==> src/hw/wdr_pkg.sv <==
// Package for the watchdog and reset control block: constants and carried types
package wdr_pkg;

  // Clock and time base
  localparam int CLK_PERIOD_NS       = 10;
  // Input filter limits
  localparam int SPIKE_NS            = 50;
  localparam int VALID_NS            = 500;
  localparam int SPIKE_CYC           = (SPIKE_NS + CLK_PERIOD_NS - 1) / CLK_PERIOD_NS;
  localparam int VALID_CYC           = VALID_NS / CLK_PERIOD_NS;
  // Half clock periods, one cycle of clk counts as two
  localparam int HCP_MIN_PULSE       = 4;
  localparam int HCP_SEQ             = 1024;
  localparam int HCP_EXTRA           = 12;
  localparam int HCP_SAMPLE_GAP      = 8;
  localparam int HCP_LONG_BASE       = 1032;
  localparam int SEQ_CYC             = (HCP_SEQ + HCP_EXTRA + HCP_MIN_PULSE) / 2;
  localparam int SAMPLE_CYC          = SEQ_CYC + HCP_SAMPLE_GAP / 2;
  // External boot release delay, 3 to 8 half periods
  localparam int HCP_EXT_RELEASE     = 6;
  localparam int EXT_RELEASE_CYC     = HCP_EXT_RELEASE / 2;
  // Flash initialization bound
  localparam int FLASH_INIT_US       = 1000;
  localparam int FLASH_INIT_CYC      = FLASH_INIT_US * 1000 / CLK_PERIOD_NS;
  localparam int FLASH_EARLY_CYC     = 16;
  localparam logic [15:0] FLASH_EARLY_WORD = 16'hFFFF;
  localparam logic [15:0] FLASH_LATE_WORD  = 16'h009B;
  // Watchdog
  localparam int WDT_WIDTH           = 16;
  localparam int PRESC_SLOW          = 128;
  localparam int PRESC_FAST          = 2;
  localparam logic [7:0] RELOAD_RST  = 8'h00;

  // Register indices
  localparam logic [3:0] ADDR_CTRL   = 4'h0;
  localparam logic [3:0] ADDR_COUNT  = 4'h1;
  localparam logic [3:0] ADDR_CMD    = 4'h2;
  localparam logic [3:0] ADDR_SYS    = 4'h3;
  // Control register fields
  localparam int CTRL_PRESC          = 0;
  localparam int CTRL_EN             = 1;
  localparam int CTRL_WDT_F          = 2;
  localparam int CTRL_SW_F           = 3;
  localparam int CTRL_SHORT_F        = 4;
  localparam int CTRL_LONG_F         = 5;
  localparam int CTRL_PON_F          = 6;
  localparam int CTRL_RELOAD         = 8;
  // Command register bits
  localparam int CMD_SERVICE         = 0;
  localparam int CMD_SWRESET         = 1;
  localparam int CMD_END_OF_INIT_INSTRUCTION           = 2;
  localparam int CMD_DISABLE         = 3;
  // System config bit
  localparam int SYS_BIDIR           = 3;

  // Reset source flags
  typedef struct packed {
    logic pon;
    logic long_hw;
    logic short_hw;
    logic sw;
    logic wdt;
  } wdr_flags_t;

  // Reset sequencer states, Gray along the main path
  typedef enum logic [2:0] {
    WDR_RUN   = 3'b000,
    WDR_SEQ   = 3'b001,
    WDR_HOLD  = 3'b011,
    WDR_FLASH = 3'b010,
    WDR_ASYNC = 3'b110
  } wdr_state_t;

endpackage

==> src/hw/wdr_ctrl.sv <==
// Watchdog timer and system reset source control
`timescale 1ns/10ps
`default_nettype none

module wdr_ctrl #(
  parameter int FLASH_INIT_CYCLES = wdr_pkg::FLASH_INIT_CYC
) (
  input  wire logic        clk,
  input  wire logic        resetn,
  input  wire logic [3:0]  reg_addr,
  input  wire logic [15:0] reg_wdata,
  input  wire logic        reg_wr,
  input  wire logic        reg_rd,
  output logic      [15:0] reg_rdata,
  input  wire logic        reset_input_pin,
  input  wire logic        reset_mode_select_pin,
  input  wire logic        external_access_pin,
  input  wire logic        flash_init_done,
  output logic             reset_output_pin,
  output logic             reset_input_pin_out,
  output logic             reset_input_pin_oe,
  output logic             internal_reset,
  output logic             port0_pullup,
  output logic             bus_hiz,
  output logic             flash_gate,
  output logic      [15:0] flash_gate_word
);

  // Filter span; sequence counter also covers the flash timeout
  localparam int FW = $clog2(wdr_pkg::VALID_CYC + 1);
  localparam int SW = $clog2(FLASH_INIT_CYCLES + wdr_pkg::SAMPLE_CYC + 1);

  // Sequencer, filter and watchdog state
  wdr_pkg::wdr_state_t state;
  wdr_pkg::wdr_flags_t flags;
  logic [FW-1:0]  low_cnt;
  logic           filt_low;
  logic [SW-1:0]  seq_cnt;
  logic [15:0]    wdt_cnt;
  logic [6:0]     presc;
  logic [7:0]     reload;
  logic           presc_sel;
  logic           wdt_en;
  logic           init_done;
  logic           bidir_en;
  logic           seq_hw;
  logic           drive_pin;
  logic           flash_ready;
  logic [SW-1:0]  flash_cnt;

  // Decoded strobes and requests
  logic wr_ctrl;
  logic wr_cmd;
  logic wr_sys;
  logic svc;
  logic sw_req;
  logic tick;
  logic wdt_ovf;
  logic async_req;
  logic sync_req;
  assign wr_ctrl   = reg_wr && reg_addr == wdr_pkg::ADDR_CTRL;
  assign wr_cmd    = reg_wr && reg_addr == wdr_pkg::ADDR_CMD;
  assign wr_sys    = reg_wr && reg_addr == wdr_pkg::ADDR_SYS;
  assign svc       = wr_cmd && reg_wdata[wdr_pkg::CMD_SERVICE];
  assign sw_req    = wr_cmd && reg_wdata[wdr_pkg::CMD_SWRESET] && state == wdr_pkg::WDR_RUN;
  assign tick      = presc_sel ? (presc == 7'(wdr_pkg::PRESC_SLOW - 1))
                               : presc[0] == 1'(wdr_pkg::PRESC_FAST - 1);
  assign wdt_ovf   = wdt_en && tick && wdt_cnt == 16'hFFFF && state == wdr_pkg::WDR_RUN;
  assign async_req = filt_low && !reset_mode_select_pin && state != wdr_pkg::WDR_ASYNC;
  assign sync_req  = filt_low && reset_mode_select_pin && state == wdr_pkg::WDR_RUN;

  // Input filter: low must persist before it counts, spikes never reach the sequencer
  always_ff @(posedge clk) begin
    if (!resetn) begin
      low_cnt  <= '0;
      filt_low <= 1'b1;
    end else if (reset_input_pin) begin
      low_cnt  <= '0;
      filt_low <= 1'b0;
    end else if (low_cnt != FW'(wdr_pkg::VALID_CYC)) begin
      low_cnt  <= low_cnt + 1'b1;
    end else begin
      filt_low <= 1'b1;
    end
  end

  // Reset sequencer
  always_ff @(posedge clk) begin
    if (!resetn) begin
      state   <= wdr_pkg::WDR_ASYNC;
      seq_cnt <= '0;
      seq_hw  <= 1'b0;
    end else if (async_req) begin
      state   <= wdr_pkg::WDR_ASYNC;
      seq_cnt <= '0;
    end else begin
      unique case (state)
        wdr_pkg::WDR_RUN: begin
          seq_cnt <= '0;
          seq_hw  <= sync_req;
          if (sync_req || sw_req || wdt_ovf) state <= wdr_pkg::WDR_SEQ;
        end
        wdr_pkg::WDR_SEQ: begin
          seq_cnt <= seq_cnt + 1'b1;
          if (seq_cnt == SW'(wdr_pkg::SAMPLE_CYC - 1)) state <= wdr_pkg::WDR_HOLD;
        end
        wdr_pkg::WDR_HOLD, wdr_pkg::WDR_ASYNC: begin
          seq_cnt <= '0;
          if (!filt_low) state <= wdr_pkg::WDR_FLASH;
        end
        wdr_pkg::WDR_FLASH: begin
          seq_cnt <= seq_cnt + 1'b1;
          // Entry and the registered output each add a cycle, so leave two counts early
          if (external_access_pin ? flash_ready
              : seq_cnt == SW'(wdr_pkg::EXT_RELEASE_CYC - 2))
            state <= wdr_pkg::WDR_RUN;
        end
        default: state <= wdr_pkg::WDR_ASYNC;
      endcase
    end
  end

  // Flash initialization tracker; restarts on each reset, bounded by a timeout
  always_ff @(posedge clk) begin
    if (!resetn || state == wdr_pkg::WDR_ASYNC || state == wdr_pkg::WDR_SEQ) begin
      flash_cnt   <= '0;
      flash_ready <= 1'b0;
    end else if (!flash_ready) begin
      flash_cnt   <= flash_cnt + 1'b1;
      flash_ready <= flash_init_done || flash_cnt == SW'(FLASH_INIT_CYCLES - 1);
    end
  end

  // Reset source flags; set beats a simultaneous end-of-init clear
  always_ff @(posedge clk) begin
    if (!resetn) begin
      flags <= '{pon: 1'b1, default: 1'b0};
    end else begin
      // Later assignments win, so any set outranks the end-of-init clear
      if (wr_cmd && reg_wdata[wdr_pkg::CMD_END_OF_INIT_INSTRUCTION] && !init_done)
        flags <= '0;
      if (async_req && state == wdr_pkg::WDR_RUN)
        flags <= '0;
      if (state == wdr_pkg::WDR_RUN && (sw_req || wdt_ovf) && !sync_req) begin
        flags     <= '0;
        flags.wdt <= wdt_ovf;
        flags.sw  <= sw_req && !wdt_ovf;
      end
      if (state == wdr_pkg::WDR_SEQ && seq_cnt == SW'(wdr_pkg::SAMPLE_CYC - 1) && seq_hw) begin
        flags          <= '0;
        flags.short_hw <= 1'b1;
        flags.long_hw  <= filt_low;
      end
    end
  end

  // Watchdog control: enable, prescaler, reload, end-of-init lock
  always_ff @(posedge clk) begin
    if (!resetn || state != wdr_pkg::WDR_RUN) begin
      wdt_en    <= 1'b1;
      init_done <= 1'b0;
      presc_sel <= 1'b0;
      reload    <= wdr_pkg::RELOAD_RST;
    end else begin
      if (wr_ctrl) begin
        presc_sel <= reg_wdata[wdr_pkg::CTRL_PRESC];
        reload    <= reg_wdata[wdr_pkg::CTRL_RELOAD +: 8];
      end
      if (wr_cmd && reg_wdata[wdr_pkg::CMD_DISABLE] && !init_done)
        wdt_en <= 1'b0;
      if (wr_cmd && reg_wdata[wdr_pkg::CMD_END_OF_INIT_INSTRUCTION])
        init_done <= 1'b1;
    end
  end

  // Prescaler and counter; slow setting covers 00h reload to the longest timeout
  always_ff @(posedge clk) begin
    if (!resetn || state != wdr_pkg::WDR_RUN) begin
      presc   <= '0;
      wdt_cnt <= '0;
    end else begin
      presc <= presc + 1'b1;
      if (svc)
        wdt_cnt <= {reload, 8'h00};
      else if (wdt_en && tick)
        wdt_cnt <= wdt_cnt + 1'b1;
    end
  end

  // System config: bidirectional enable cleared by every reset sequence
  always_ff @(posedge clk) begin
    if (!resetn || state != wdr_pkg::WDR_RUN)
      bidir_en <= 1'b0;
    else if (wr_sys)
      bidir_en <= reg_wdata[wdr_pkg::SYS_BIDIR];
  end

  // Pin drive during sequence; mode pin low blocks it for soft sources
  always_ff @(posedge clk) begin
    if (!resetn)
      drive_pin <= 1'b0;
    else if (state == wdr_pkg::WDR_RUN)
      drive_pin <= bidir_en && (sw_req || wdt_ovf || sync_req)
                   && (reset_mode_select_pin || sync_req);
    else if (state != wdr_pkg::WDR_SEQ)
      drive_pin <= 1'b0;
  end

  // Outputs, all registered
  always_ff @(posedge clk) begin
    if (!resetn) begin
      reset_output_pin <= 1'b0;
      internal_reset   <= 1'b1;
      port0_pullup     <= 1'b1;
      bus_hiz          <= 1'b1;
    end else begin
      reset_output_pin <= state == wdr_pkg::WDR_RUN && !async_req && !sync_req
                          && !sw_req && !wdt_ovf;
      internal_reset   <= state != wdr_pkg::WDR_RUN || async_req || sync_req;
      port0_pullup     <= state == wdr_pkg::WDR_ASYNC || async_req;
      bus_hiz          <= state != wdr_pkg::WDR_RUN || async_req;
    end
  end
  // Open-drain pin: value held low, only the enable moves
  always_ff @(posedge clk) begin
    if (!resetn) begin
      reset_input_pin_out <= 1'b0;
      reset_input_pin_oe  <= 1'b0;
    end else begin
      reset_input_pin_out <= 1'b0;
      reset_input_pin_oe  <= drive_pin;
    end
  end

  // Flash read gate: early word, then the late word until init completes
  always_ff @(posedge clk) begin
    if (!resetn) begin
      flash_gate      <= 1'b1;
      flash_gate_word <= wdr_pkg::FLASH_EARLY_WORD;
    end else begin
      flash_gate      <= !flash_ready;
      flash_gate_word <= flash_cnt < SW'(wdr_pkg::FLASH_EARLY_CYC) ? wdr_pkg::FLASH_EARLY_WORD
                                                                   : wdr_pkg::FLASH_LATE_WORD;
    end
  end

  // Register read port, data one cycle after the strobe; unmapped reads zero
  always_ff @(posedge clk) begin
    if (!resetn) begin
      reg_rdata <= 16'h0000;
    end else if (reg_rd) begin
      unique case (reg_addr)
        wdr_pkg::ADDR_CTRL:  reg_rdata <= {reload, 1'b0, flags.pon, flags.long_hw,
                                           flags.short_hw, flags.sw, flags.wdt, wdt_en, presc_sel};
        wdr_pkg::ADDR_COUNT: reg_rdata <= wdt_cnt;
        wdr_pkg::ADDR_SYS:   reg_rdata <= {12'h000, bidir_en, 3'h0};
        default:             reg_rdata <= 16'h0000;
      endcase
    end else begin
      reg_rdata <= 16'h0000;
    end
  end

  // Checks
  a_ovf_resets: assert property (@(posedge clk) disable iff (!resetn)
    wdt_ovf |=> state == wdr_pkg::WDR_SEQ ##1 !reset_output_pin)
    else $error("overflow did not start reset");
  a_en_after_seq: assert property (@(posedge clk) disable iff (!resetn)
    $fell(internal_reset) |-> wdt_en && !bidir_en)
    else $error("watchdog not enabled after reset");
  a_reload_load: assert property (@(posedge clk) disable iff (!resetn)
    svc && state == wdr_pkg::WDR_RUN && !async_req |=> wdt_cnt[15:8] == $past(reload))
    else $error("reload not applied");
  a_async_entry: assert property (@(posedge clk) disable iff (!resetn)
    async_req |=> state == wdr_pkg::WDR_ASYNC && port0_pullup && !reset_output_pin)
    else $error("async reset not entered");
  a_seq_length: assert property (@(posedge clk) disable iff (!resetn)
    state == wdr_pkg::WDR_RUN && sync_req |=> state == wdr_pkg::WDR_SEQ [*8])
    else $error("sequence cut short");
  a_spike_reject: assert property (@(posedge clk) disable iff (!resetn)
    $fell(reset_input_pin) && !filt_low |=> !filt_low [*4])
    else $error("spike passed filter");
  a_ext_release: assert property (@(posedge clk) disable iff (!resetn)
    state == wdr_pkg::WDR_FLASH && !external_access_pin && !async_req
      |-> ##[1:4] state == wdr_pkg::WDR_RUN)
    else $error("external boot release late");
  a_flash_gate: assert property (@(posedge clk) disable iff (!resetn)
    !flash_ready |=> flash_gate)
    else $error("flash not gated");
  a_end_of_init_instruction_clear: assert property (@(posedge clk) disable iff (!resetn)
    wr_cmd && reg_wdata[wdr_pkg::CMD_END_OF_INIT_INSTRUCTION] && !init_done && state == wdr_pkg::WDR_RUN
      && !sw_req && !wdt_ovf && !async_req |=> flags == '0)
    else $error("flags not cleared");
  a_mode_block: assert property (@(posedge clk) disable iff (!resetn)
    state == wdr_pkg::WDR_RUN && !reset_mode_select_pin && !filt_low |=> !drive_pin)
    else $error("pin driven with mode low");

  // Counter, flag, filter, bidirectional enable and pin checks
  a_count_step: assert property (@(posedge clk) disable iff (!resetn)
    state == wdr_pkg::WDR_RUN && !async_req && !svc && wdt_en && tick
      |=> wdt_cnt == $past(wdt_cnt) + 16'h0001)
    else $error("counter did not advance");
  a_sw_flag: assert property (@(posedge clk) disable iff (!resetn)
    sw_req && !wdt_ovf && !sync_req && !async_req |=> flags.sw && !flags.wdt)
    else $error("software reset not flagged");
  a_long_flag: assert property (@(posedge clk) disable iff (!resetn)
    state == wdr_pkg::WDR_SEQ && seq_cnt == SW'(wdr_pkg::SAMPLE_CYC - 1) && seq_hw
      |=> flags.short_hw && flags.long_hw == $past(filt_low))
    else $error("warm reset not classified");
  a_filter_accept: assert property (@(posedge clk) disable iff (!resetn)
    !reset_input_pin && low_cnt == FW'(wdr_pkg::VALID_CYC) |=> filt_low)
    else $error("long low not accepted");
  a_bidir_clear: assert property (@(posedge clk) disable iff (!resetn)
    state != wdr_pkg::WDR_RUN |=> !bidir_en)
    else $error("bidirectional enable kept");
  a_pin_drive: assert property (@(posedge clk) disable iff (!resetn)
    sw_req && bidir_en && reset_mode_select_pin |=> drive_pin)
    else $error("reset pin not driven");

endmodule

`default_nettype wire

==> config.mk <==
export PLATFORM = sky130hd
export DESIGN_NAME = wdr_ctrl
export DESIGN_NICKNAME = d
export VERILOG_FILES = /design/src/hw/wdr_pkg.sv /design/src/hw/wdr_ctrl.sv
export SDC_FILE = /design/constraint.sdc
export NUM_CORES = 1
export LEC_CHECK = 0
export ABC_AREA = 1
export BUFFER_PORTS_ARGS = -buffer_cell sky130_fd_sc_hd__buf_4
export CORE_MARGIN = 3
export CORE_UTILIZATION = 58
export CTS_CLUSTER_SIZE = 40
export DETAILED_ROUTE_END_ITERATION = 16
export GPL_TIMING_DRIVEN = 0
export HOLD_SLACK_MARGIN = 0.12
export PLACE_DENSITY_LB_ADDON = 0.05
export SLEW_MARGIN = 20
export SYNTH_ARGS = -nofsm -noshare
export SYNTH_HDL_FRONTEND = slang
export SYNTH_SLANG_ARGS = --single-unit
==> constraint.sdc <==
create_clock -name clk -period 2.1 [get_ports clk]
set_clock_uncertainty 0.2 [all_clocks]
set_input_delay 0.21 -clock clk [delete_from_list [all_inputs] [get_ports clk]]
set_output_delay 0.21 -clock clk [all_outputs]
set_load 0.1 [all_outputs]
==> impl_results.md <==
- Status: finished clean
- Total Negative Setup Slacks: 0 ps
- Cell count after synthesis: 759
- Hold violation count in the final report: 0
- Critical path arrival: 2180 ps
- Most frequent cells after synthesis: 143 x nand2_1, 111 x inv_1, 110 x dfxtp_1, 85 x nor2_1, 65 x a21oi_1
- Insertion delay to the later sink of the worst-skew pair: 370 ps
- Most instantiated library cell after synthesis: nand2_1
- Highest ir drop seen on vdd: 0.401 mV
- Top-area cell type share of the netlist area: 40.9%
- Chip Width: 102 um
- Data required time of the worst path: 2230 ps
- Count of antenna diodes in the layout: 0
- Number of maximum-capacitance violations: 0
- Clock buffer count from CTS: 9
- Total length of routed met3 wires: 689 um
- Per-cell via count in the routed design: 5.22
- Area Growth Syn to Fin: 21.6%
- Library cell with the largest summed area after synthesis: dfxtp_1
- Clock root cell: clkbuf_8
- Total count of max-transition violations in the final report: 0
- Final cell count without fillers: 976
- Maximum number of pins on one net before global-route repair: 18
- Initial antenna violation count: 0
- Largest fanout of any net on the critical path: 7
- Placed Cells: 927
- Detailed placer's ending HPWL: 9.36 mm
- CORE AREA: 0.00885 mm^2
- Mean post-synth cell area: 7.09 um^2
- Count of distinct cell types in the synthesized netlist: 40
- Biggest area contributors in the synthesized netlist: dfxtp_1 41%, nand2_1 10%, inv_1 7.7%
- Via Count: 5,091
- Routed Antenna Nets: 0
- Number of sinks handled by clock tree synthesis: 110
- LEAKAGE: 0.00255 uW
- Kind of end point of the critical path: register
- H-tree Lvls: 3
- EDFF count, synth: 0
- Via count of the first global-routing pass: 4,663
- IO Count: 67
- Clock slew at reported path FFs: 100 ps
- Final setup fails: 0
- Starting density of the core: 60.8%
- Post-synthesis sequential area ratio: 40.9%
- Share of layout cells above drive strength 1: 18.3%
- Kind of critical path: in -> reg
- Routed WL per cell: 13.1 um
- Hold crit path type: in -> reg
- Max-slew headroom: 61.3%
- Pwr/cell area: 706 mW/mm^2
- TritonCTS clock tree: yes
- Synthesized flop and latch total: 110
- Number of rows created at floorplan: 34
- Number of buffer cells added on primary ports: 56
- Primary flip-flop cell chosen by synthesis mapping: dfxtp_1
- Share of flip-flops with an asynchronous set or reset after synthesis: 0%
- Met2 Routed Length: 5.91 mm
- Minimum period implied by the final worst setup slack: 2060 ps
- Highest achievable clock rate: 486 MHz
- Overall routing resource usage: 24.7%
- Post-layout power: 4620 uW
- DRC viols: 0
- Final estimated routing congestion in global placement: 0.938
- Routed WL: 12.8 mm
- Initial DRT Pass Iterations: 5
- Detailed router's first-iteration violation count: 212
- Slew @ Worst Pin: 581 ps
- Total overflow reported by the global router: 0
- Met1 WL: 6.07 mm
- Worst Setup Start Kind: input port
- Die footprint: 0.0105 mm^2
- Part of the cycle the worst path needs: 97.9%
- Global-route wire length before repair: 20.8 mm
- Highest metal used: met4
- Final-stage net count: 898
- Clock Tree Buf Depth: 2
- Synth Cell Area: 0.00538 mm^2
- Yosys warns: 0
- Vertical extent of the die: 102 um
path summary, 6_finish.rpt:
path	startpoint	to	slack [ps]	cells after the start
min reg2reg	presc[0]	presc[0]	250	1
max reg2reg	seq_cnt[0]	state[1]	110	10
max	reg_addr[2]	reg_rdata[3]	40	8
min	reg_wdata[1]	flags[1]	160	7
worst max-delay path: stages:
cell and delay (ps):
dlygate4sd3_1 550, buf_4 150, nor2_4 200, nand3_2 150, o211ai_1 200, nand3_1 80
dlygate4sd3_1 570, inv_1 50
routing by layer:
metal  global-route usage, %  up-vias
met4                    6.56        0
met1                    32.8     2302
met5                       0        -
li1                        -     2623
met3                    5.12       13
met2                    41.0      153
cells by family after synthesis:
kind of cell             synth area share [%]
AO/OA/AOI/OAI                            12.6
XOR/XNOR                                 1.63
AND/OR/NAND/NOR                          31.3
adder cells (fa/ha/maj)                  1.63
flip-flops                               40.9
buffers and inverters                    11.7
other                                   0.140
cells in the final DEF, fill, tap and decap left out, drive strengths merged:
master,instances
a211oi,3
a21oi,65
a31oi,2
and2,1
and3,1
buf,83
bufinv,2
clkbuf,15
clkinv,2
conb,6
dfxtp,110
dlygate4sd3,29
ha,7
inv,119
nand2,156
nand3,48
nand3b,2
nand4,13
nor2,105
nor3,27
nor3b,2
nor4,2
nor4b,1
o211ai,3
o21ai,39
o221ai,1
o22ai,13
or2,1
xnor2,1
xor2,9
registers in the layout, summed over array words and instances, names as in the netlist, 3 cells and up:
register   flops
state          3
reload         8
flash_cnt     17
low_cnt        6
reg_rdata     16
flags          5
presc          7
seq_cnt       17
wdt_cnt       16
timing repair:
action,in CTS,in global routing
hold buffers,30,0
setup buffers,0,4
endpoints found under the hold margin,50,0
setup endpoints to repair,0,10
gates resized for setup,0,10
stage by stage:
step	area [um^2]	hold WS, ps	util [%]	worst slack, ps
finish	6540	163	73.9	44.3
global route	6540	188	73.9	-26.5
CTS	6480	145	73.3	33.7
detailed placement	5950	231	67.2	166
global placement	5950	226	67.2	204
floorplan	5390	121	-	172
cell type report:
class	count	area (um^2)
multi-input cells	508	2590
fillers	724	2310
flip-flops and latches	110	2210
repair buffers	89	741
inverters	119	450
plain buffers	26	181
clock buffers	12	155
well taps	108	135
clock inverters	4	77.6
where the power goes:
| group | switching [uW] | internal [uW] | total [uW] |
|---|---|---|---|
| combinational | 646 | 285 | 931 |
| clock | 710 | 745 | 1460 |
| sequential | 74.1 | 2160 | 2230 |
Note: power is estimated with default switching activity, not from simulation.
